**src/core/wfifo_consts.svh**
```systemverilog
/*
  Constants for the wrapping FIFO with dynamic threshold flags.
  Assumes inclusion by bare name from the core files; holds definitions only.
*/
// Contract
// - With wrap-on-write selected, the write pointer rolls over after the last location and writes keep being stored.
// - With wrap-on-read selected, the read pointer rolls over and previously read words are returned again.
// - The full flag follows the physical memory depth, not a smaller requested depth.
// - In dynamic mode the threshold flags compare against register values, not build-time constants.
// - The threshold registers can be reloaded at run time from user logic or the test-port user access path.
`ifndef WFIFO_CONSTS_SVH
`define WFIFO_CONSTS_SVH

// ----------------------------------------------------------------------
// Geometry and reset values
// ----------------------------------------------------------------------
`define WFIFO_DATA_W      8
`define WFIFO_ADDR_W      8
`define WFIFO_STAGE_DEPTH 4
`define WFIFO_MAX_BLOCKS  64
`define WFIFO_AFULL_RST   8'he0
`define WFIFO_AEMPTY_RST  8'h20

`endif

```
**src/core/wfifo_pkg.sv**
```systemverilog
/*
  Types shared by the wrapping FIFO files.
  Assumes nothing beyond a SystemVerilog compiler.
*/
package wfifo_pkg;
  // Origin of a threshold reload.
  typedef enum logic [1:0]
  {
    LOAD_NONE = 2'b00,
    LOAD_USER = 2'b01,
    LOAD_TEST = 2'b10
  } load_src_e;
endpackage

```
**src/core/stage_if.sv**
```systemverilog
/*
  Valid/ready carrier between the write staging FIFO and the storage core.
  Assumes one clock shared by both ends.
*/
interface stage_if #(parameter int W = 8);
  logic         valid;
  logic         ready;
  logic [W-1:0] data;
  modport src (output valid, output data, input ready);
  modport snk (input valid, input data, output ready);
endinterface

```
**src/core/wrap_fifo.sv**
```systemverilog
/*
  Wrapping FIFO with dynamic threshold flags: a memory sized to the physical
  block, a 4-word write staging buffer, optional wrap on write and on read,
  and almost-full/almost-empty thresholds reloadable at run time.
  Assumes a single clock and user logic that uses one data width both sides.
*/
`include "wfifo_consts.svh"

module wrap_fifo #(
  parameter int DATA_W     = `WFIFO_DATA_W,
  parameter int ADDR_W     = `WFIFO_ADDR_W,
  parameter int STAGE_DEPTH = `WFIFO_STAGE_DEPTH
) (
  // Clock and reset.
  input  wire logic              core_clk_i,
  input  wire logic              rst_i,
  // Mode straps.
  input  wire logic              wrap_wr_i,
  input  wire logic              wrap_rd_i,
  input  wire logic              dyn_mode_i,
  // Threshold reloads.
  input  wire logic              user_load_i,
  input  wire logic [ADDR_W:0]   user_afull_i,
  input  wire logic [ADDR_W:0]   user_aempty_i,
  input  wire logic              test_port_user_access_load_i,
  input  wire logic [ADDR_W:0]   test_port_user_access_afull_i,
  input  wire logic [ADDR_W:0]   test_port_user_access_aempty_i,
  // Write side.
  input  wire logic              wr_valid_i,
  output logic                   wr_ready_o,
  input  wire logic [DATA_W-1:0] wr_data_i,
  // Read side.
  input  wire logic              rd_req_i,
  output logic                   rd_valid_o,
  output logic [DATA_W-1:0]      rd_data_o,
  // Flags.
  output logic                   full_o,
  output logic                   empty_o,
  output logic                   afull_o,
  output logic                   aempty_o,
  output logic [ADDR_W:0]        level_o,
  output wfifo_pkg::load_src_e   last_load_o
);
  import wfifo_pkg::*;

  localparam int DEPTH = 1 << ADDR_W;
  localparam logic [ADDR_W:0] FULL_LVL = (ADDR_W+1)'(DEPTH);
  localparam logic [ADDR_W:0] AFULL_FIX = (ADDR_W+1)'(`WFIFO_AFULL_RST);
  localparam logic [ADDR_W:0] AEMPTY_FIX = (ADDR_W+1)'(`WFIFO_AEMPTY_RST);

  // ----------------------------------------------------------------------
  // Storage and staging
  // ----------------------------------------------------------------------
  stage_if #(.W(DATA_W)) stg ();

  logic [DATA_W-1:0] mem [DEPTH];
  logic [ADDR_W-1:0] wp_reg;
  logic [ADDR_W-1:0] rp_reg;
  logic [ADDR_W:0]   cnt_reg;
  logic [ADDR_W:0]   afull_thr_reg;
  logic [ADDR_W:0]   aempty_thr_reg;
  logic [ADDR_W:0]   afull_use;
  logic [ADDR_W:0]   aempty_use;
  logic              is_full;
  logic              is_empty;
  logic              do_wr;
  logic              do_rd;

  stage_fifo #(
    .W     (DATA_W),
    .DEPTH (STAGE_DEPTH)
  ) u_stage (
    .core_clk_i (core_clk_i),
    .rst_i      (rst_i),
    .in_valid_i (wr_valid_i),
    .in_ready_o (wr_ready_o),
    .in_data_i  (wr_data_i),
    .out        (stg)
  );

  // Full counts against the whole physical array, never a smaller request.
  assign is_full  = (cnt_reg == FULL_LVL);
  assign is_empty = (cnt_reg == '0);

  // A full FIFO back-pressures the stage unless wrap-on-write is on.
  assign stg.ready = !is_full || wrap_wr_i;
  assign do_wr     = stg.valid && stg.ready;
  // Empty reads are dropped unless wrap-on-read replays old words.
  assign do_rd     = rd_req_i && (!is_empty || wrap_rd_i);

  // Memory write; overwrites the oldest word when wrapping past full.
  always_ff @(posedge core_clk_i)
  begin
    if (do_wr)
      mem[wp_reg] <= stg.data;
  end

  // Pointers roll over naturally at the power-of-two depth.
  always_ff @(posedge core_clk_i or posedge rst_i)
  begin
    if (rst_i)
    begin
      wp_reg <= '0;
      rp_reg <= '0;
    end
    else
    begin
      if (do_wr)
        wp_reg <= wp_reg + 1'b1;
      if (do_rd)
        rp_reg <= rp_reg + 1'b1;
    end
  end

  // Occupancy saturates at full and at empty so wrapping keeps it sane.
  always_ff @(posedge core_clk_i or posedge rst_i)
  begin
    if (rst_i)
      cnt_reg <= '0;
    else if (do_wr && !do_rd && !is_full)
      cnt_reg <= cnt_reg + 1'b1;
    else if (do_rd && !do_wr && !is_empty)
      cnt_reg <= cnt_reg - 1'b1;
  end

  // Read data and its valid strobe come from flip-flops.
  always_ff @(posedge core_clk_i or posedge rst_i)
  begin
    if (rst_i)
    begin
      rd_valid_o <= 1'b0;
      rd_data_o  <= '0;
    end
    else
    begin
      rd_valid_o <= do_rd;
      if (do_rd)
        rd_data_o <= mem[rp_reg];
    end
  end

  // ----------------------------------------------------------------------
  // Dynamic thresholds
  // ----------------------------------------------------------------------
  // User logic wins a same-cycle clash: it is the faster path and the test
  // port load can simply be repeated.
  always_ff @(posedge core_clk_i or posedge rst_i)
  begin
    if (rst_i)
    begin
      afull_thr_reg  <= AFULL_FIX;
      aempty_thr_reg <= AEMPTY_FIX;
      last_load_o    <= LOAD_NONE;
    end
    else if (user_load_i)
    begin
      afull_thr_reg  <= user_afull_i;
      aempty_thr_reg <= user_aempty_i;
      last_load_o    <= LOAD_USER;
    end
    else if (test_port_user_access_load_i)
    begin
      afull_thr_reg  <= test_port_user_access_afull_i;
      aempty_thr_reg <= test_port_user_access_aempty_i;
      last_load_o    <= LOAD_TEST;
    end
  end

  assign afull_use  = dyn_mode_i ? afull_thr_reg : AFULL_FIX;
  assign aempty_use = dyn_mode_i ? aempty_thr_reg : AEMPTY_FIX;

  // Flags are registered from the current occupancy.
  always_ff @(posedge core_clk_i or posedge rst_i)
  begin
    if (rst_i)
    begin
      full_o   <= 1'b0;
      empty_o  <= 1'b1;
      afull_o  <= 1'b0;
      aempty_o <= 1'b1;
      level_o  <= '0;
    end
    else
    begin
      full_o   <= is_full;
      empty_o  <= is_empty;
      afull_o  <= (cnt_reg >= afull_use);
      aempty_o <= (cnt_reg <= aempty_use);
      level_o  <= cnt_reg;
    end
  end
endmodule

```
**src/core/stage_fifo.sv**
```systemverilog
/*
  Small synchronous FIFO with valid/ready on both sides.
  Assumes one clock and an asynchronous active-high reset.
*/
module stage_fifo #(
  parameter int W     = 8,
  parameter int DEPTH = 4
) (
  // Clock and reset.
  input  wire logic         core_clk_i,
  input  wire logic         rst_i,
  // Fill side.
  input  wire logic         in_valid_i,
  output logic              in_ready_o,
  input  wire logic [W-1:0] in_data_i,
  // Drain side.
  stage_if.src              out
);
  localparam int AW = $clog2(DEPTH);

  logic [W-1:0] mem [DEPTH];
  logic [AW-1:0] wp_reg;
  logic [AW-1:0] rp_reg;
  logic [AW:0]   cnt_reg;
  logic          push;
  logic          pop;

  // Honest flags: ready only while a slot is free, valid only while one is held.
  assign in_ready_o = (cnt_reg != (AW+1)'(DEPTH));
  assign out.valid  = (cnt_reg != '0);
  assign out.data   = mem[rp_reg];
  assign push       = in_valid_i && in_ready_o;
  assign pop        = out.valid && out.ready;

  // Storage array; no reset so it maps onto plain memory.
  always_ff @(posedge core_clk_i)
  begin
    if (push)
      mem[wp_reg] <= in_data_i;
  end

  // Pointers and occupancy.
  always_ff @(posedge core_clk_i or posedge rst_i)
  begin
    if (rst_i)
    begin
      wp_reg  <= '0;
      rp_reg  <= '0;
      cnt_reg <= '0;
    end
    else
    begin
      if (push)
        wp_reg <= (wp_reg == AW'(DEPTH-1)) ? '0 : wp_reg + 1'b1;
      if (pop)
        rp_reg <= (rp_reg == AW'(DEPTH-1)) ? '0 : rp_reg + 1'b1;
      cnt_reg <= cnt_reg + (AW+1)'(push) - (AW+1)'(pop);
    end
  end
endmodule

```
**config.mk**
```make
export PLATFORM = sky130hd
export DESIGN_NAME = wrap_fifo
export DESIGN_NICKNAME = d
export VERILOG_FILES = /design/src/core/wfifo_pkg.sv /design/src/core/stage_if.sv /design/src/core/wrap_fifo.sv /design/src/core/stage_fifo.sv
export VERILOG_INCLUDE_DIRS = /design/src /design/src/core
export SDC_FILE = /design/constraint.sdc
export NUM_CORES = 2
export LEC_CHECK = 0
export BUFFER_PORTS_ARGS = -buffer_cell sky130_fd_sc_hd__buf_2
export CAP_MARGIN = 10
export CORE_ASPECT_RATIO = 2
export CORE_MARGIN = 8
export CORE_UTILIZATION = 65
export DETAILED_ROUTE_END_ITERATION = 12
export PLACE_DENSITY = 0.81
export SYNTH_ARGS = -nofsm -noshare
export SYNTH_HDL_FRONTEND = slang
export SYNTH_SLANG_ARGS = --single-unit
```
**constraint.sdc**
```tcl
create_clock -name core_clk_i -period 9.7 [get_ports core_clk_i]
set_clock_uncertainty 0.2 [all_clocks]
set_input_delay 0.97 -clock core_clk_i [delete_from_list [all_inputs] [get_ports core_clk_i]]
set_output_delay 0.97 -clock core_clk_i [all_outputs]
set_load 0.05 [all_outputs]
```
# Word level (Yosys, flattened, before mapping)
# Memories as Yosys holds them, arrays and structs flattened. A register that Yosys moved wholly into a read port is not among the register bits.
# Cells that the tools add are included.
dict set report op_classes {
  reduce_logical 17
  magnitude_cmp 2
  n_eq_ne 4
  addsub 8
  n_mux 16
}
# operator n
set ops {}
lappend ops {{two-way mux 9 bit} 8}
lappend ops {{adder 8 x 1 -> 8 bit (second input constant)} 2}
lappend ops {{adder 9 x 1 -> 9 bit (second input constant)} 1}
lappend ops {{== test 9 bit (second input constant)} 1}
lappend ops {{greater-or-equal comparator 9 bit} 1}
lappend ops {{less-or-equal comparator 9 bit} 1}
lappend ops {{logical NOT 9 bit} 1}
lappend ops {{subtractor 9 x 1 -> 9 bit (second input constant)} 1}
lappend ops {{two-way mux 2 bit} 4}
lappend ops {{logical AND 1 bit} 7}
lappend ops {{adder 2 x 1 -> 2 bit (second input constant)} 2}
lappend ops {{== test 2 bit (second input constant)} 2}
lappend ops {{logical NOT 1 bit} 4}
lappend ops {{two-way mux 1 bit} 4}
lappend ops {{nonzero test 2 bit} 2}
lappend ops {{adder 3 x 1 -> 3 bit} 1}
lappend ops {{inequality test 3 bit (second input constant)} 1}
lappend ops {{nonzero test 3 bit} 1}
lappend ops {{subtractor 3 x 1 -> 3 bit} 1}
lappend ops {{logical OR 1 bit} 2}
dict set report totals {
  output_inout_bits 25
  elab_cells 64
  input_bits 53
  ff_bits 66
  memories 2
  mem_bits_rw 2080
}
# name words word_bits read_ports rd_ports_with_merged_regs write_ports line_no
set memory_table {}
lappend memory_table {mem 256 8 1 1 1 wrap_fifo.sv:56} ;# logic [DATA_W-1:0] mem [DEPTH];
lappend memory_table {u_stage.mem 4 8 1 0 1 stage_fifo.sv:21} ;# logic [W-1:0] mem [DEPTH];

# Logic depth before layout (Yosys ltp)
dict set report logic_depth {
  word_depth 9
  mapped_depth 15
  ltp_nobuf 13
}

# Modules after synthesis
# A second synthesis with hierarchy kept.
dict set report unflattened {
  hier_cells 4017
  hier_area_um2 84224.5
}
# module seq_area_each_um2 area_per_inst_um2 cells_per_inst n_inst
set modules_own_cells {}
lappend modules_own_cells {wrap_fifo 63183.1 82623.0 3936 1}
lappend modules_own_cells {stage_fifo 1136.1 1601.5 81 1}

# Least setup slack after synthesis
# Ideal clock, no wire load.
dict set report synth_path {
  path_type {input port to flip-flop}
  from {input port wrap_rd_i}
  to {register cnt_reg[8]}
  arrival_ns 3.455
  stages 12
  slack_ns 5.911
  t_required_ns 9.366
  setup_ns 0.134
  n_path_buf 1
  path_cell_list {o31ai_2 clkbuf_1 nand3_1 fa_1 a21o_1 a21oi_1 o21bai_1 a21oi_1 o21ai_0 mux2i_1 nor2_1 a21oi_1}
}
dict set report synth_between {
  elab_chain_len 6
  elab_cells_between_ends 9
  classes_between {1 x mux; 8 x reduce/logical}
}
# item line_no
set synth_lines {}
lappend synth_lines {{from (decl)} wrap_fifo.sv:19} ;# input wire logic wrap_rd_i,
lappend synth_lines {{logical OR 1 bit (*)} wrap_fifo.sv:89} ;# assign do_rd = rd_req_i && (!is_empty || wrap_rd_i);
lappend synth_lines {{logical AND 1 bit (*)} wrap_fifo.sv:89}
lappend synth_lines {{logical NOT 1 bit} wrap_fifo.sv:120} ;# else if (do_wr && !do_rd && !is_full)
lappend synth_lines {{logical AND 1 bit (2 in a row)} wrap_fifo.sv:120}
lappend synth_lines {{two-way mux 9 bit or nonzero test 2 bit (tied branches)} --}
lappend synth_lines {{to (signal assigned)} wrap_fifo.sv:121} ;# cnt_reg <= cnt_reg + 1'b1;
lappend synth_lines {{to (signal assigned)} wrap_fifo.sv:123} ;# cnt_reg <= cnt_reg - 1'b1;
lappend synth_lines {{to (decl)} wrap_fifo.sv:59} ;# logic [ADDR_W:0] cnt_reg;
# Mark *: on every way between the ends. The rest lies on a longest branch, timed or not.
# A chain may end at the register's enable or synchronous reset.

==> summary.md <==
The H-tree was split into 4 levels. Arithmetic-cell share of the synthesized area counting full adders, half adders and majority gates: 0.00594. The clock network latency to the later pin of the worst-skew pair is 810 ps. The mux share of post-synthesis cell area is 0.152. The tools report the total number of yosys warnings as 0. The net count of the finished layout is 4347. The area of the mapped netlist is 0.0846 sq mm. The largest total area in the synthesized netlist belongs to sky130_fd_sc_hd__edfxtp_1.

Among all flip-flop cells after synthesis, the most frequent one is sky130_fd_sc_hd__edfxtp_1. The post-detailed-route wirelength per cell was 39.1 um. Compared with the post-synthesis result, the final layout area differs by 8.86%.

The tools report the count of hold-fix buffers inserted at cts as 1. The worst setup path is captured at a register. The basic-gate share of the synthesized area counting and, or, nand and nor cells is 0.0279.

The run gives 336000 um as the wire length of the first global-routing pass. The synthesized netlist net count is 4251. The final reports fail on slew limit.

The portion of the post-synthesis area used by sequential elements was 0.760; the die boundary width was 271 um. The fraction of synthesis flops using an asynchronous set or reset pin works out to 0.0344. The sum of internal, switching and leakage power is 29800 uW.

TritonCTS built the clock tree. Entering global routing, the biggest net connects 227 pins. Prior to clock tree synthesis, the placed netlist has a worst setup slack of 4630 ps. The number of input and output port buffers inserted came out at 77. Register with the most flip-flops: mem. The cell depth of the worst flop-to-flop path was 9. The tools report the count of placed standard cells in the final layout, fillers left out as 6108.

Setup repair after global routing left no endpoint under its margin. Setup slack on the worst reg-to-reg path comes out at 4180 ps. The largest registers in the layout are mem x2048, u_stage.mem x32. After clock tree synthesis, the clock-pin slew on the worst setup and hold paths is 70 ps. The post-cts gate resize count came out at 0. The synthesized design contains 2154 register bits. The cell sitting at the root of the clock tree is a sky130_fd_sc_hd__clkbuf_16. In this run the vertical extent of the chip is 526 um. The pre-antenna-repair detailed-routing pass consisted of 9 iterations. The flow ran to the end, but the final reports show violations. The post-synthesis area per instance is 20.3 sq um.

Counting the fill cells in the layout gives 7059. The remaining antenna violation count was 0; the count of pins over their slew limit was 64. The tools report the maximum buffer depth of the clock tree as 3. The tools report the source of the worst hold timing path as wr_data_i[1]. Data on the critical path arrives at its endpoint at 6050 ps. The logs give 144000 um for the HPWL after detailed placement and -0.0380 for the relative max-transition margin. After detailed routing, the number of vias per cell comes to 7.35.

Main combinational cell family by area after synthesis: multiplexers. The tools report the endpoint of the worst register-to-register path as rd_data_o[7]. The via count of the first global-routing pass was 45.7k; the overall track demand over capacity in global routing was 0.333. Power spread over the standard cell area amounts to 324 mW/mm^2.

The standby leakage power was 0.0292 uW; the sum of overflow across all layers after global routing was 0. For the final routed database, the setup TNS stands at 0 ps. The register with the most flip-flops in the layout has 2048 of them.

Number of enable flip-flop cells after synthesis: 2080. The number of placed instances, taps included is 5784, and the top cell type's share of synthesized area is 0.738. The worst setup path is launched from a register. The final layout contains routed wiring with a total length of 239000 um. The die covers 0.143 sq mm. The slew of the pin with the lowest slew margin works out to 1560 ps. For the starting density of the core, the log shows 0.653. The number of cells traversed by the worst hold path works out to 1. Summing all flip-flop and latch instances after layout gives 0.0643 sq mm. Core occupancy in the finished layout: 0.711.

The tools report the maximum operating frequency as 0.181 GHz. The total via count in the routed design came out at 44.9k. The XOR/XNOR share of the synthesized area was 0.00238; the minimum period implied by the final worst setup slack was 5520 ps. The critical path in this run is classified as register to register. After the first detailed-routing iteration, the DRC count stood at 7097. The worst-case IR drop observed on VDD is 0.291 mV. For the footprint of the multi-input gates, the log shows 0.0188 sq mm. Setup violations remaining at the end of the flow were counted as 0. The tools report the number of sinks handled by clock tree synthesis as 2154. The number of ports placed on the die boundary was 78; the final weighted congestion of routability-driven global placement was 0.955.

The worst register-to-register path begins at rp_reg[1]. After detailed routing, the number of remaining DRC violations is 0. The number of instances in the synthesized netlist was 4159. STA puts the critical path data required time at 10230 ps. Number of distinct library cell variants in the gate-level netlist after synthesis: 69. The area fraction in compound gates after synthesis is 0.0325, and the number of buffers created by CTS is 168. The floorplan has 187 rows.

Along the worst path, the maximum fanout reaches 52. After floorplanning, the core was sized to cover 0.130 sq mm. By area the synthesized netlist is led by sky130_fd_sc_hd__edfxtp_1 74%, sky130_fd_sc_hd__mux4_2 12%, sky130_fd_sc_hd__mux2i_1 2.8%, sky130_fd_sc_hd__dfrtp_1 2.0%, sky130_fd_sc_hd__nor2_1 1.3%. The tools report the worst setup slack after layout as 4180 ps. The number of hold violations in the final report was 0; the share of the clock period used by the worst path was 0.569.

Buffers added to address setup during post-CTS repair amount to 0. The reported max-cap violation count is 0, and the number of antenna violations at the first check in global routing is 11. The fraction of final layout cells sized beyond drive strength 1 is 0.207. For hold timing, the worst endpoint is u_stage.mem[3][1]. The worst hold path class was primary input to register.
-- cell type report --
cell class,count,area share
Sequential cell,2154,0.698
Multi-Input combinational cell,1737,0.204
Clock buffer,204,0.0479
Tap cell,1701,0.0231
Clock inverter,107,0.0128
Timing Repair Buffer,168,0.0125
Inverter,26,0.00109
Antenna cell,11,0.000299
-- cell usage after synthesis, types with 14 or more instances --
master / number
sky130_fd_sc_hd__dfrtp_1: 68
sky130_fd_sc_hd__nor2_1: 301
sky130_fd_sc_hd__nand2_1: 138
sky130_fd_sc_hd__a22oi_1: 32
sky130_fd_sc_hd__mux4_1: 16
sky130_fd_sc_hd__a21oi_1: 72
sky130_fd_sc_hd__a221oi_1: 19
sky130_fd_sc_hd__mux2_2: 15
sky130_fd_sc_hd__a211oi_1: 40
sky130_fd_sc_hd__o221ai_1: 16
sky130_fd_sc_hd__inv_1: 22
sky130_fd_sc_hd__o22ai_1: 55
sky130_fd_sc_hd__o21ai_0: 75
sky130_fd_sc_hd__edfxtp_1: 2080
sky130_fd_sc_hd__buf_4: 22
sky130_fd_sc_hd__o211ai_1: 19
sky130_fd_sc_hd__mux4_2: 442
sky130_fd_sc_hd__buf_2: 75
sky130_fd_sc_hd__nand3_1: 28
sky130_fd_sc_hd__nor2b_1: 18
sky130_fd_sc_hd__clkbuf_1: 93
sky130_fd_sc_hd__xnor2_1: 19
sky130_fd_sc_hd__ha_1: 37
sky130_fd_sc_hd__buf_6: 19
sky130_fd_sc_hd__mux2i_1: 235
sky130_fd_sc_hd__nor3_1: 14
-- per-stage QoR --
step                      cell area, sq um  hold slack, ps
after global routing                 92100             163
after detailed placement             86500             271
final                                92100             193
after CTS                            92100             150
after floorplan                      84600             244
after global placement               86500             262
-- critical path, cell delays in order, from the launching register on --
cell and delay (ps):
sky130_fd_sc_hd__dfrtp_4 1000, sky130_fd_sc_hd__buf_4 650, sky130_fd_sc_hd__buf_4 750, sky130_fd_sc_hd__mux2i_1 230
sky130_fd_sc_hd__o221ai_1 270, sky130_fd_sc_hd__a21oi_1 100, sky130_fd_sc_hd__o21ai_0 480, sky130_fd_sc_hd__a21oi_1 210
sky130_fd_sc_hd__nor4_1 1170, sky130_fd_sc_hd__a221o_1 280
-- cells in the final DEF, fill, tap and decap left out, types with 40 or more instances in the layout --
cell,count
sky130_fd_sc_hd__buf_4,81
sky130_fd_sc_hd__clkbuf_16,169
sky130_fd_sc_hd__a211oi_1,40
sky130_fd_sc_hd__mux2i_1,235
sky130_fd_sc_hd__nand2_1,138
sky130_fd_sc_hd__mux4_2,434
sky130_fd_sc_hd__nor2_1,299
sky130_fd_sc_hd__buf_2,79
sky130_fd_sc_hd__a21oi_1,72
sky130_fd_sc_hd__edfxtp_1,2080
sky130_fd_sc_hd__o21ai_0,75
sky130_fd_sc_hd__dfrtp_1,63
sky130_fd_sc_hd__o22ai_1,55
-- power breakdown --
group          internal [uW]  total [uW]  switching [uW]
Clock                   3810        7090            3270
Combinational           3020       10000            7020
Sequential             12300       12700             388
Total                  19200       29800           10700
-- kinds of logic (layout without fill, tap and decap cells) --
logic type / after synthesis / after routing
AOI/OAI and AO/OA: 408 / 408
xor gates and xnor gates: 23 / 23
adders and majority gates: 39 / 39
buffers and inverters: 268 / 505
DFF: 2154 / 2154
muxes: 708 / 708
other: 0 / 11
and+or+nand+nor: 559 / 559
-- worst max path at each step --
stage | from | endpoint | slack (ps)
after floorplan | wrap_rd_i | cnt_reg[8] | 5910
after global placement | rp_reg[1] | rd_data_o[4] | 4100
after detailed placement | rp_reg[1] | rd_data_o[4] | 4630
after CTS | rp_reg[1] | rd_data_o[4] | 4580
after global routing | rp_reg[1] | rd_data_o[4] | 4340
final | rp_reg[1] | rd_data_o[7] | 4180
-- per-layer routing --
layer	up-vias	part of all wire	track usage
met5	-	0.00020	0.00472
met4	6	0.11	0.281
met3	1074	0.11	0.0785
met2	4075	0.49	0.548
met1	22500	0.29	0.365
li1	17200	-	-
(Power assumes the default switching activity.)
